<file path="src/hdl/bprc_cfg.svh">
// bprc_cfg.svh: offsets, field positions, reset values and timing counts
// assumes: included by bare name from the reset sequencer sources
`ifndef BPRC_CFG_SVH
`define BPRC_CFG_SVH

// ----------------------------------------------------------------------------
// register map
// ----------------------------------------------------------------------------
`define BPRC_OFS_CONTROL     12'h000
`define BPRC_OFS_STATUS      12'h004

// ----------------------------------------------------------------------------
// control register fields
// ----------------------------------------------------------------------------
`define BPRC_BIT_SW_EN       7
`define BPRC_BIT_FAST_START  6
`define BPRC_BIT_READY       0
`define BPRC_RST_SW_EN       1'b1
`define BPRC_RST_FAST_START  1'b0

// ----------------------------------------------------------------------------
// status register fields
// ----------------------------------------------------------------------------
`define BPRC_BIT_ST_POR      0
`define BPRC_BIT_ST_BOR      1
`define BPRC_BIT_ST_TIMER    2
`define BPRC_BIT_ST_RESET    3
`define BPRC_BIT_ST_ACTIVE   4
`define BPRC_BIT_ST_BAND_GAP 5
`define BPRC_BIT_ST_SLEEP    6

// ----------------------------------------------------------------------------
// timing
// ----------------------------------------------------------------------------
`define BPRC_CLK_MHZ         250
`define BPRC_POWERUP_DELAY_TIMER_MS         64
`define BPRC_FILTER_NS       1000
`define BPRC_SYNC_CYCLES     2

`endif

</file>
<file path="src/hdl/bprc_pkg.sv">
// bprc_pkg.sv: types of the brown-out and power-up reset sequencer
// assumes: nothing beyond the tool's SystemVerilog support
package bprc_pkg;

  // brown-out mode field from the configuration word
  typedef enum logic [1:0] {
    BPRC_MODE_OFF = 2'h0,
    BPRC_MODE_SW  = 2'h1,
    BPRC_MODE_NSL = 2'h2,
    BPRC_MODE_ON  = 2'h3
  } bprc_mode_e;

  // reset sequencing states
  typedef enum logic [2:0] {
    BPRC_ST_HOLD,
    BPRC_ST_WAIT_BOR,
    BPRC_ST_TIMER,
    BPRC_ST_RUN,
    BPRC_ST_WAKE
  } bprc_state_e;

endpackage : bprc_pkg

</file>
<file path="src/hdl/bprc_reset_ctrl.sv">
// bprc_reset_ctrl.sv: brown-out and power-up reset sequencer with ahb-lite slave
// assumes: detector, power-on and source inputs are asynchronous pins; the
// configuration word is static after power-on; one 250 MHz clock
`include "bprc_cfg.svh"
`timescale 1ns/1ps
`default_nettype none

module bprc_reset_ctrl #(
  parameter int unsigned POWERUP_DELAY_TIMER_CYCLES   = (`BPRC_POWERUP_DELAY_TIMER_MS * 1000 * `BPRC_CLK_MHZ),
  parameter int unsigned FILTER_CYCLES = (`BPRC_FILTER_NS * `BPRC_CLK_MHZ) / 1000
) (
  input  wire logic        hclk,
  input  wire logic        hresetn,
  input  wire logic        hsel,
  input  wire logic [31:0] haddr,
  input  wire logic [1:0]  htrans,
  input  wire logic        hwrite,
  input  wire logic [2:0]  hsize,
  input  wire logic [31:0] hwdata,
  input  wire logic        hready,
  output logic      [31:0] hrdata,
  output logic             hreadyout,
  output logic             hresp,
  input  wire logic [1:0]  brownout_mode_sel,
  input  wire logic        brownout_level_sel,
  input  wire logic        powerup_delay_enable_n,
  input  wire logic        power_ok,
  input  wire logic        brownout_trip,
  input  wire logic        brownout_ready,
  input  wire logic        low_power_brownout,
  input  wire logic        external_reset_pin_n,
  input  wire logic        watchdog_reset,
  input  wire logic        reset_instr,
  input  wire logic        stack_overflow,
  input  wire logic        stack_underflow,
  input  wire logic        prog_mode_exit,
  input  wire logic        sleep_req,
  output logic             brownout_enable,
  output logic             brownout_threshold,
  output logic             band_gap_force,
  output logic             core_reset_n,
  output logic             wake_ok
);

  // --------------------------------------------------------------------------
  // synchronisers: first stage read only by the second
  // --------------------------------------------------------------------------
  localparam int NSYNC = 11;
  logic [NSYNC-1:0] async_in;
  logic [NSYNC-1:0] sync1_r;
  logic [NSYNC-1:0] sync2_r;
  assign async_in = {prog_mode_exit, stack_underflow, stack_overflow, reset_instr,
                     watchdog_reset, ~external_reset_pin_n, low_power_brownout,
                     brownout_ready, brownout_trip, power_ok, sleep_req};

  always_ff @(posedge hclk or negedge hresetn) begin
    if (!hresetn) begin
      sync1_r <= '0;
      sync2_r <= '0;
    end else begin
      sync1_r <= async_in;
      sync2_r <= sync1_r;
    end
  end

  wire s_sleep      = sync2_r[0];
  wire s_power_ok   = sync2_r[1];
  wire s_trip       = sync2_r[2];
  wire s_ready      = sync2_r[3];
  wire s_other_rst  = |sync2_r[10:4];
  wire s_prog_exit  = sync2_r[10];

  // --------------------------------------------------------------------------
  // control register and mode decode
  // --------------------------------------------------------------------------
  logic sw_en_r;
  logic fast_start_r;
  bprc_pkg::bprc_mode_e mode;
  assign mode = bprc_pkg::bprc_mode_e'(brownout_mode_sel);

  wire mode_on  = (mode == bprc_pkg::BPRC_MODE_ON);
  wire mode_nsl = (mode == bprc_pkg::BPRC_MODE_NSL);
  wire mode_sw  = (mode == bprc_pkg::BPRC_MODE_SW);

  // detector power: mode 10 drops it in sleep, mode 01 follows software
  assign brownout_enable = mode_on
                         | (mode_nsl & ~s_sleep)
                         | (mode_sw & sw_en_r);
  assign brownout_threshold = brownout_level_sel;
  assign band_gap_force = (mode_nsl | mode_sw) & fast_start_r;

  // protection armed only once the detector says ready
  wire bor_armed = brownout_enable & s_ready;

  // --------------------------------------------------------------------------
  // brown-out filter: short dips are ignored
  // --------------------------------------------------------------------------
  logic [15:0] filt_r;
  logic        bor_hold_r;
  wire         filt_done = (filt_r >= FILTER_CYCLES[15:0]);

  always_ff @(posedge hclk or negedge hresetn) begin
    if (!hresetn) begin
      filt_r     <= 16'h0000;
      bor_hold_r <= 1'b0;
    end else begin
      if (bor_armed && s_trip && !filt_done) begin
        filt_r <= filt_r + 16'h0001;
      end else if (!(bor_armed && s_trip)) begin
        filt_r <= 16'h0000;
      end
      bor_hold_r <= bor_armed & s_trip & filt_done;
    end
  end

  // --------------------------------------------------------------------------
  // reset sequencer
  // --------------------------------------------------------------------------
  bprc_pkg::bprc_state_e state_r;
  bprc_pkg::bprc_state_e state_nxt;
  logic [24:0] powerup_delay_timer_r;
  logic        powerup_delay_timer_busy;
  logic        core_rst_n_r;

  wire por_hold   = ~s_power_ok | s_prog_exit;
  wire bor_start  = (mode_on | mode_nsl) & ~bor_armed;
  wire powerup_delay_timer_on    = ~powerup_delay_enable_n;
  wire powerup_delay_timer_last  = (powerup_delay_timer_r == POWERUP_DELAY_TIMER_CYCLES[24:0] - 25'h0000001);
  assign powerup_delay_timer_busy = (state_r == bprc_pkg::BPRC_ST_TIMER);

  always_comb begin
    state_nxt = state_r;
    unique case (state_r)
      bprc_pkg::BPRC_ST_HOLD:
        if (!por_hold && !bor_hold_r) begin
          state_nxt = bprc_pkg::BPRC_ST_WAIT_BOR;
        end
      bprc_pkg::BPRC_ST_WAIT_BOR:
        if (!bor_start) begin
          state_nxt = powerup_delay_timer_on ? bprc_pkg::BPRC_ST_TIMER
                              : bprc_pkg::BPRC_ST_RUN;
        end
      bprc_pkg::BPRC_ST_TIMER:
        if (powerup_delay_timer_last) begin
          state_nxt = bprc_pkg::BPRC_ST_RUN;
        end
      bprc_pkg::BPRC_ST_RUN:
        if (s_sleep && mode_nsl) begin
          state_nxt = bprc_pkg::BPRC_ST_WAKE;
        end
      bprc_pkg::BPRC_ST_WAKE:
        if (!s_sleep && bor_armed) begin
          state_nxt = bprc_pkg::BPRC_ST_RUN;
        end
    endcase
    if (por_hold || bor_hold_r) begin
      state_nxt = bprc_pkg::BPRC_ST_HOLD;
    end
  end

  always_ff @(posedge hclk or negedge hresetn) begin
    if (!hresetn) begin
      state_r <= bprc_pkg::BPRC_ST_HOLD;
      powerup_delay_timer_r  <= 25'h0000000;
    end else begin
      state_r <= state_nxt;
      powerup_delay_timer_r  <= powerup_delay_timer_busy ? powerup_delay_timer_r + 25'h0000001 : 25'h0000000;
    end
  end

  // release only from a flop, after every hold is gone
  wire run_state = (state_r == bprc_pkg::BPRC_ST_RUN) | (state_r == bprc_pkg::BPRC_ST_WAKE);
  always_ff @(posedge hclk or negedge hresetn) begin
    if (!hresetn) begin
      core_rst_n_r <= 1'b0;
    end else begin
      core_rst_n_r <= run_state & ~s_other_rst;
    end
  end
  assign core_reset_n = core_rst_n_r;
  // wake blocked in mode 10 until ready; modes 11 and 01 never delay it
  assign wake_ok = (state_r == bprc_pkg::BPRC_ST_RUN) & core_rst_n_r;

  // --------------------------------------------------------------------------
  // ahb-lite slave, zero wait states, always okay
  // --------------------------------------------------------------------------
  logic        wr_pend_r;
  logic [11:0] addr_r;
  wire         take = hsel & hready & htrans[1];
  wire         hit_ctrl = (addr_r == `BPRC_OFS_CONTROL);
  wire         hit_stat = (haddr[11:0] == `BPRC_OFS_STATUS);
  wire         rd_ctrl  = (haddr[11:0] == `BPRC_OFS_CONTROL);

  always_ff @(posedge hclk or negedge hresetn) begin
    if (!hresetn) begin
      wr_pend_r <= 1'b0;
      addr_r    <= 12'h000;
    end else begin
      wr_pend_r <= take & hwrite;
      addr_r    <= haddr[11:0];
    end
  end

  always_ff @(posedge hclk or negedge hresetn) begin
    if (!hresetn) begin
      sw_en_r      <= `BPRC_RST_SW_EN;
      fast_start_r <= `BPRC_RST_FAST_START;
    end else if (wr_pend_r && hit_ctrl) begin
      sw_en_r      <= hwdata[`BPRC_BIT_SW_EN];
      fast_start_r <= hwdata[`BPRC_BIT_FAST_START];
    end
  end

  // read data registered at the address phase so it stands in the data phase
  logic [31:0] ctrl_word;
  logic [31:0] stat_word;
  always_comb begin
    ctrl_word = 32'h00000000;
    ctrl_word[`BPRC_BIT_SW_EN]      = sw_en_r;
    ctrl_word[`BPRC_BIT_FAST_START] = fast_start_r;
    ctrl_word[`BPRC_BIT_READY]      = bor_armed;
    stat_word = 32'h00000000;
    stat_word[`BPRC_BIT_ST_POR]      = por_hold;
    stat_word[`BPRC_BIT_ST_BOR]      = bor_hold_r;
    stat_word[`BPRC_BIT_ST_TIMER]    = powerup_delay_timer_busy;
    stat_word[`BPRC_BIT_ST_RESET]    = ~core_rst_n_r;
    stat_word[`BPRC_BIT_ST_ACTIVE]   = brownout_enable;
    stat_word[`BPRC_BIT_ST_BAND_GAP] = band_gap_force;
    stat_word[`BPRC_BIT_ST_SLEEP]    = s_sleep;
  end

  always_ff @(posedge hclk or negedge hresetn) begin
    if (!hresetn) begin
      hrdata <= 32'h00000000;
    end else if (take && !hwrite) begin
      hrdata <= rd_ctrl ? ctrl_word : (hit_stat ? stat_word : 32'h00000000);
    end
  end

  assign hreadyout = 1'b1;
  assign hresp     = 1'b0;

  // --------------------------------------------------------------------------
  // assertions
  // --------------------------------------------------------------------------
  a_por_holds_reset: assert property (@(posedge hclk) disable iff (!hresetn)
    por_hold |=> ##1 !core_reset_n) else $error("reset released while power not ok");
  a_timer_blocks_run: assert property (@(posedge hclk) disable iff (!hresetn)
    powerup_delay_timer_busy |=> !core_reset_n) else $error("reset released during timer");
  a_timer_starts: assert property (@(posedge hclk) disable iff (!hresetn)
    $rose(powerup_delay_timer_busy) |-> $past(!por_hold && !bor_start)) else $error("timer early start");
  a_timer_length: assert property (@(posedge hclk) disable iff (!hresetn)
    (powerup_delay_timer_busy && powerup_delay_timer_last && !por_hold && !bor_hold_r) |=> !powerup_delay_timer_busy)
    else $error("timer ran past its count");
  a_timer_disabled: assert property (@(posedge hclk) disable iff (!hresetn)
    powerup_delay_enable_n |=> !$rose(powerup_delay_timer_busy)) else $error("timer ran while disabled");
  a_filter_short: assert property (@(posedge hclk) disable iff (!hresetn)
    $rose(bor_hold_r) |-> $past(filt_done)) else $error("brown-out trip not filtered");
  a_sw_enable_mode: assert property (@(posedge hclk) disable iff (!hresetn)
    (mode_on || (mode == bprc_pkg::BPRC_MODE_OFF)) |-> brownout_enable == mode_on)
    else $error("software enable acted outside mode 01");
  a_band_gap_mode: assert property (@(posedge hclk) disable iff (!hresetn)
    band_gap_force |-> (fast_start_r && (mode_nsl || mode_sw))) else $error("band gap mode");
  a_ready_readback: assert property (@(posedge hclk) disable iff (!hresetn)
    (take && !hwrite && rd_ctrl) |=> (hrdata[5:1] == 5'h00 && hrdata[0] == $past(bor_armed)))
    else $error("ready bit readback wrong");
  a_release_sync: assert property (@(posedge hclk) disable iff (!hresetn)
    $rose(core_reset_n) |-> $past(run_state && !s_other_rst)) else $error("bad release");

  c_timer_done: cover property (@(posedge hclk) disable iff (!hresetn)
    $fell(powerup_delay_timer_busy) ##1 core_reset_n);
  c_brownout: cover property (@(posedge hclk) disable iff (!hresetn) $rose(bor_hold_r));
  c_wake_wait: cover property (@(posedge hclk) disable iff (!hresetn)
    state_r == bprc_pkg::BPRC_ST_WAKE);

endmodule : bprc_reset_ctrl

`default_nettype wire

</file>
<file path="config.mk">
export PLATFORM = sky130hd
export DESIGN_NAME = bprc_reset_ctrl
export DESIGN_NICKNAME = d
export VERILOG_FILES = /design/src/hdl/bprc_pkg.sv /design/src/hdl/bprc_reset_ctrl.sv
export VERILOG_INCLUDE_DIRS = /design/src /design/src/hdl
export SDC_FILE = /design/constraint.sdc
export NUM_CORES = 1
export LEC_CHECK = 0
export BUFFER_PORTS_ARGS = -buffer_cell sky130_fd_sc_hd__clkbuf_2
export CAP_MARGIN = 10
export CORE_UTILIZATION = 46
export DETAILED_ROUTE_END_ITERATION = 10
export PLACE_DENSITY = 0.79
export SYNTH_ARGS = -nofsm -noshare
export SYNTH_HDL_FRONTEND = slang
export SYNTH_SLANG_ARGS = --single-unit
</file>
<file path="constraint.sdc">
create_clock -name hclk -period 3.9 [get_ports hclk]
set_clock_uncertainty 0.1 [all_clocks]
set_input_delay 0.78 -clock hclk [delete_from_list [all_inputs] [get_ports hclk]]
set_output_delay 0.78 -clock hclk [all_outputs]
set_load 0.1 [all_outputs]
</file>
# Word level (Yosys, flattened, before mapping)
# Index checks and enable logic that the tools add are counted.
# op_classes
n_lt_le_gt_ge,1
bitwise_logic,24
addsub,2
reduce_logical,18
mux,13
n_eq_ne,15
# op_table
cell,n
$mux W16,2
$add A25 B1 Y25 const B,1
$eq A25 B24 Y1 const B,1
$mux W25,1
$logic_not A12 Y1,2
$mux W3,6
$add A16 B1 Y16 const B,1
$ge A16 B8 Y1 const B,1
$pmux W3 S5,1
$and A1 B1 Y1,12
$eq A12 B3 Y1 const B,1
$ne A3 B3 Y1 const B,4
$mux W8,1
$logic_and A1 B1 Y1,7
$mux W7,1
$reduce_or A7 Y1,1
$eq A3 B2 Y1 const B,2
$not A1 Y1,6
$or A1 B1 Y1,6
$logic_not A1 Y1,5
$reduce_and A5 Y1,1
$eq A2 B2 Y1 const B,2
$eq A3 B1 Y1 const B,1
$eq A3 B3 Y1 const B,1
other kinds (6),6
# word_totals
out_inout_bits,39
regBits,115

# Depth between registers and ports, before layout
# logic_depth
word_depth,10
depth_mapped,7
ltp_nobuf,7

# Least setup slack after synthesis
# No wires, ideal clock.
# synth_path
path_type,input to output
startpoint,in brownout_mode_sel[0]
endpoint,out brownout_enable
n_path_buf,0
arrival_time_ps,2524
path_stages,4
slack_ps,496
cell_sequence,inv_1 -> ha_1 -> inv_1 -> o21ai_1
# synth_via
elab_chain_cells,4
word_cells_on_any_way,7
classes_between,eq/ne (3); bitwise (4)
# synth_lines
element,line,source
start: declaration,bprc_reset_ctrl.sv:24,"input wire logic [1:0] brownout_mode_sel,"
$eq A2 B2 Y1,bprc_reset_ctrl.sv:82,wire mode_nsl = (mode == bprc_pkg::BPRC_MODE_NSL);
$and A1 B1 Y1,bprc_reset_ctrl.sv:87,| (mode_nsl & ~s_sleep)
$or A1 B1 Y1,bprc_reset_ctrl.sv:87,
$or A1 B1 Y1 *,bprc_reset_ctrl.sv:88,| (mode_sw & sw_en_r);
end: declaration,bprc_reset_ctrl.sv:38,"output logic brownout_enable,"
# Mark *: on every way between the ends. The rest lies on a longest branch, timed or not.

# Worst setup path in the final report
# Same ends and word-level chain as after synthesis.

==> run summary <==
Slowest CP cell: clkbuf_2
Pwr Total: 0.00179 W
Worst slew margin: 27.8%
Hold Path End: sync2_r[4]$_DFF_PN0_
FILL cells: 687
DR vias: 2,419
Crit-path max FO: 5
LEAKAGE: 2.03 nW
Synthesized cell area: 3830 sq um
Layout Cells excl Fill: 492
Post-CTS Setup Inserts: 0
Row count: 32
Critical Path AT: 2.12 ns
Input/output buffers: 45
Crit path max-delay family: buffers and inverters
Synth warnings: 0
Fin. Hold Viols: 0
Post-DRT Antenna Nets: 0
Storage cell area: 2280 sq um
Routed len/inst: 13.0 um
Die Area: 8690 sq um
Top-count cell post-synth: dfrtp_1
Overall die height: 93.2 um
RSZ-0062 raised after global routing: false
Cell area power density: 421 nW/um^2
DR iter-0 viols: 90
Core Region: 7890 sq um
# placed instances: 476
Fin crit share: 76.9%
Congestion Overflow GR: 0
Max-slew violation count: 0
Comb power frac: 10.8%
1st-pass router iterations: 4
Max VDD drop: 0.000231 V
Yosys top cell by area: dfrtp_1
Vias in the first global route: 2,342
Remaining DRCs: 0
CTS H-tree depth: 3
CTS Buffer Depth: 2
Sinks on Clock Net: 91
Clk_lat worst skew: 0.35 ns
Worst path max stage delay: 0.54 ns
Initial Util: 48.5%
CP required: 3.02 ns
Setup slack at placement: 0.902 ns
Sw Ratio: 28.0%
Setup WS post-layout: 0.902 ns
Synth unique cells: 49
Finish-stage setup viols: 0
FF-to-FF setup slack: 1.71 ns
Worst flop-to-flop path startpoint: filt_r[0]$_DFFE_PN0P_
Root buffer cell: clkbuf_8
Worst hold path cell count: 0
Crit-path cells: clkbuf_2 -> inv_1 -> ha_1 -> inv_1 -> o21ai_1 -> clkbuf_2
Class of the worst hold path: reg -> reg
Mean post-synth cell area: 11.4 sq um
WP buf/inv: 4
Register area share after synthesis: 59.5%
Ys flop type: dfrtp_1
Worst reg2reg path depth: 7
Hold wc startpoint: sync1_r[4]$_DFF_PN0_
Fraction of layout cells with a size suffix above 1: 19.5%
Sw Pwr: 0.000501 W
Post-synth EDFFs: 0
Seq cells post-synth: 91
Fmax: 334 MHz
Number of max-cap violations: 0
Initial antenna violation count: 0
Ant diodes: 0
Critical Path Sink Type: output port
Outcome: finished clean
Area of the multi-input gates: 1370 sq um
CTS Buf Count: 9
Dpl hpwl: 4.53 mm
Hold Buf Count CTS: 0
Drt via density: 4.92
Commonest cells in the netlist: 90 x dfrtp_1, 39 x nor2_1, 27 x buf_4, 22 x xor2_1, 21 x nand2_1
Area Growth Syn to Fin: 11.1%
Worst setup startpoint: brownout_mode_sel[0]
Clock power share: 34.7%
WS Path Type: in -> out
Layout Nets: 480
Largest net degree at the start of global routing: 92
Utilization after layout: 53.9%
Post-Route WL: 6.38 mm
Mapped Cells: 335
Post-CTS resize count: 0
First-pass GRT wire length: 10.9 mm
Synth async-reset ratio: 100%
Flop pwr share: 54.5%
Total track usage: 16.2%
Top Ports: 128
Setup TNS: 0 ns
GP Congestion: 0.734
CTS tree: yes
Clk slew on worst S/H paths: 0.08 ns
Fin crit period: 3.00 ns
Measured slew at the worst slew-check pin: 1.08 ns
Worst R2R End: filt_r[3]$_DFFE_PN0P_
Worst setup SP type: primary input
Post-synth top area share: 58.9%
Top post-synthesis cells by area: dfrtp_1 59%, buf_4 5.3%, xor2_1 5.0%, nor2_1 3.8%, nand2_1 2.1%
Internal: 0.00129 W
Die Wd: 93.2 um
==> logic make-up after synthesis <==
group / synth area share (%)
AOI/OAI and AO/OA: 5.04
xor gates and xnor gates: 6.41
adders and majority gates: 1.96
buffers and inverters: 7.00
DFF: 59.5
muxes: 0.850
other: 0.196
and+or+nand+nor: 19.0
==> cell type report <==
| type | instances | share of cell area (%) |
|---|---|---|
| Sequential cell | 91 | 53.6 |
| Tap cell | 102 | 3.00 |
| Clock buffer | 10 | 3.00 |
| Timing Repair Buffer | 45 | 5.36 |
| Multi-Input combinational cell | 224 | 32.2 |
| Clock inverter | 6 | 1.53 |
| Inverter | 14 | 1.24 |
==> placed cells by master (no fill, tap or decap), types with 3 or more instances in the layout <==
master	count
nand4_1	11
nor4_1	6
nand2_1	21
clkbuf_8	9
a21oi_1	8
xnor2_1	6
and4_1	4
nor2_1	39
nor3_1	3
and2_1	9
conb_1	26
nand3_1	11
o21ai_0	9
inv_1	14
clkbuf_2	44
dfrtp_1	90
and3_1	9
xor2_1	22
ha_1	6
==> worst max path at each step <==
stage	cells after the start	to
after detailed placement	6	brownout_enable
final	6	brownout_enable
after global routing	6	brownout_enable
after global placement	6	brownout_enable
after CTS	6	brownout_enable
after floorplan	4	brownout_enable
==> worst reg2reg max path, cell delays in order, from the launching register on <==
cell,delay [ns]
dfrtp_1,0.41
inv_1,0.06
ha_1,0.18
or3_1,0.41
a311oi_4,0.53
and2_4,0.25
xnor2_1,0.11
nor2_1,0.05
==> stage by stage <==
stage	instance area [sq um]	hold slack, ns
floorplan	3920	0.231
global placement	4060	0.233
detailed placement	4060	0.235
CTS	4250	0.254
global route	4250	0.259
finish	4250	0.251
==> routing by layer <==
| layer | share of wire (%) | up-vias | GRT usage [%] |
|---|---|---|---|
| met5 | 0 | - | 0 |
| met4 | 1.2 | 0 | 5.13 |
| met3 | 3.9 | 5 | 4.15 |
| met2 | 47 | 64 | 25.6 |
| met1 | 47 | 1166 | 21.9 |
| li1 | - | 1184 | - |
==> state kept, by name, indices dropped and copies added (netlist names) <==
register	count
core_reset_n	1
bor_hold_r	1
hrdata	8
filt_r	16
powerup_delay_timer_r	25
state_r	3
sync1_r	11
wr_pend_r	1
fast_start_r	1
sync2_r	11
addr_r	12
sw_en_r	1
==> power groups by stage <==
stage	Sequential, W	Clock [W]	Combinational [W]
2_1_floorplan	0.000991	0	0.000173
4_1_cts	0.000975	0.000643	0.000195
3_3_place_gp	0.000993	0	0.000192
3_5_place_dp	0.000994	0	0.000195
6_report	0.000975	0.000620	0.000193
5_1_grt	0.000977	0.000673	0.000207
No activity file was read; power rests on OpenSTA's default activity.
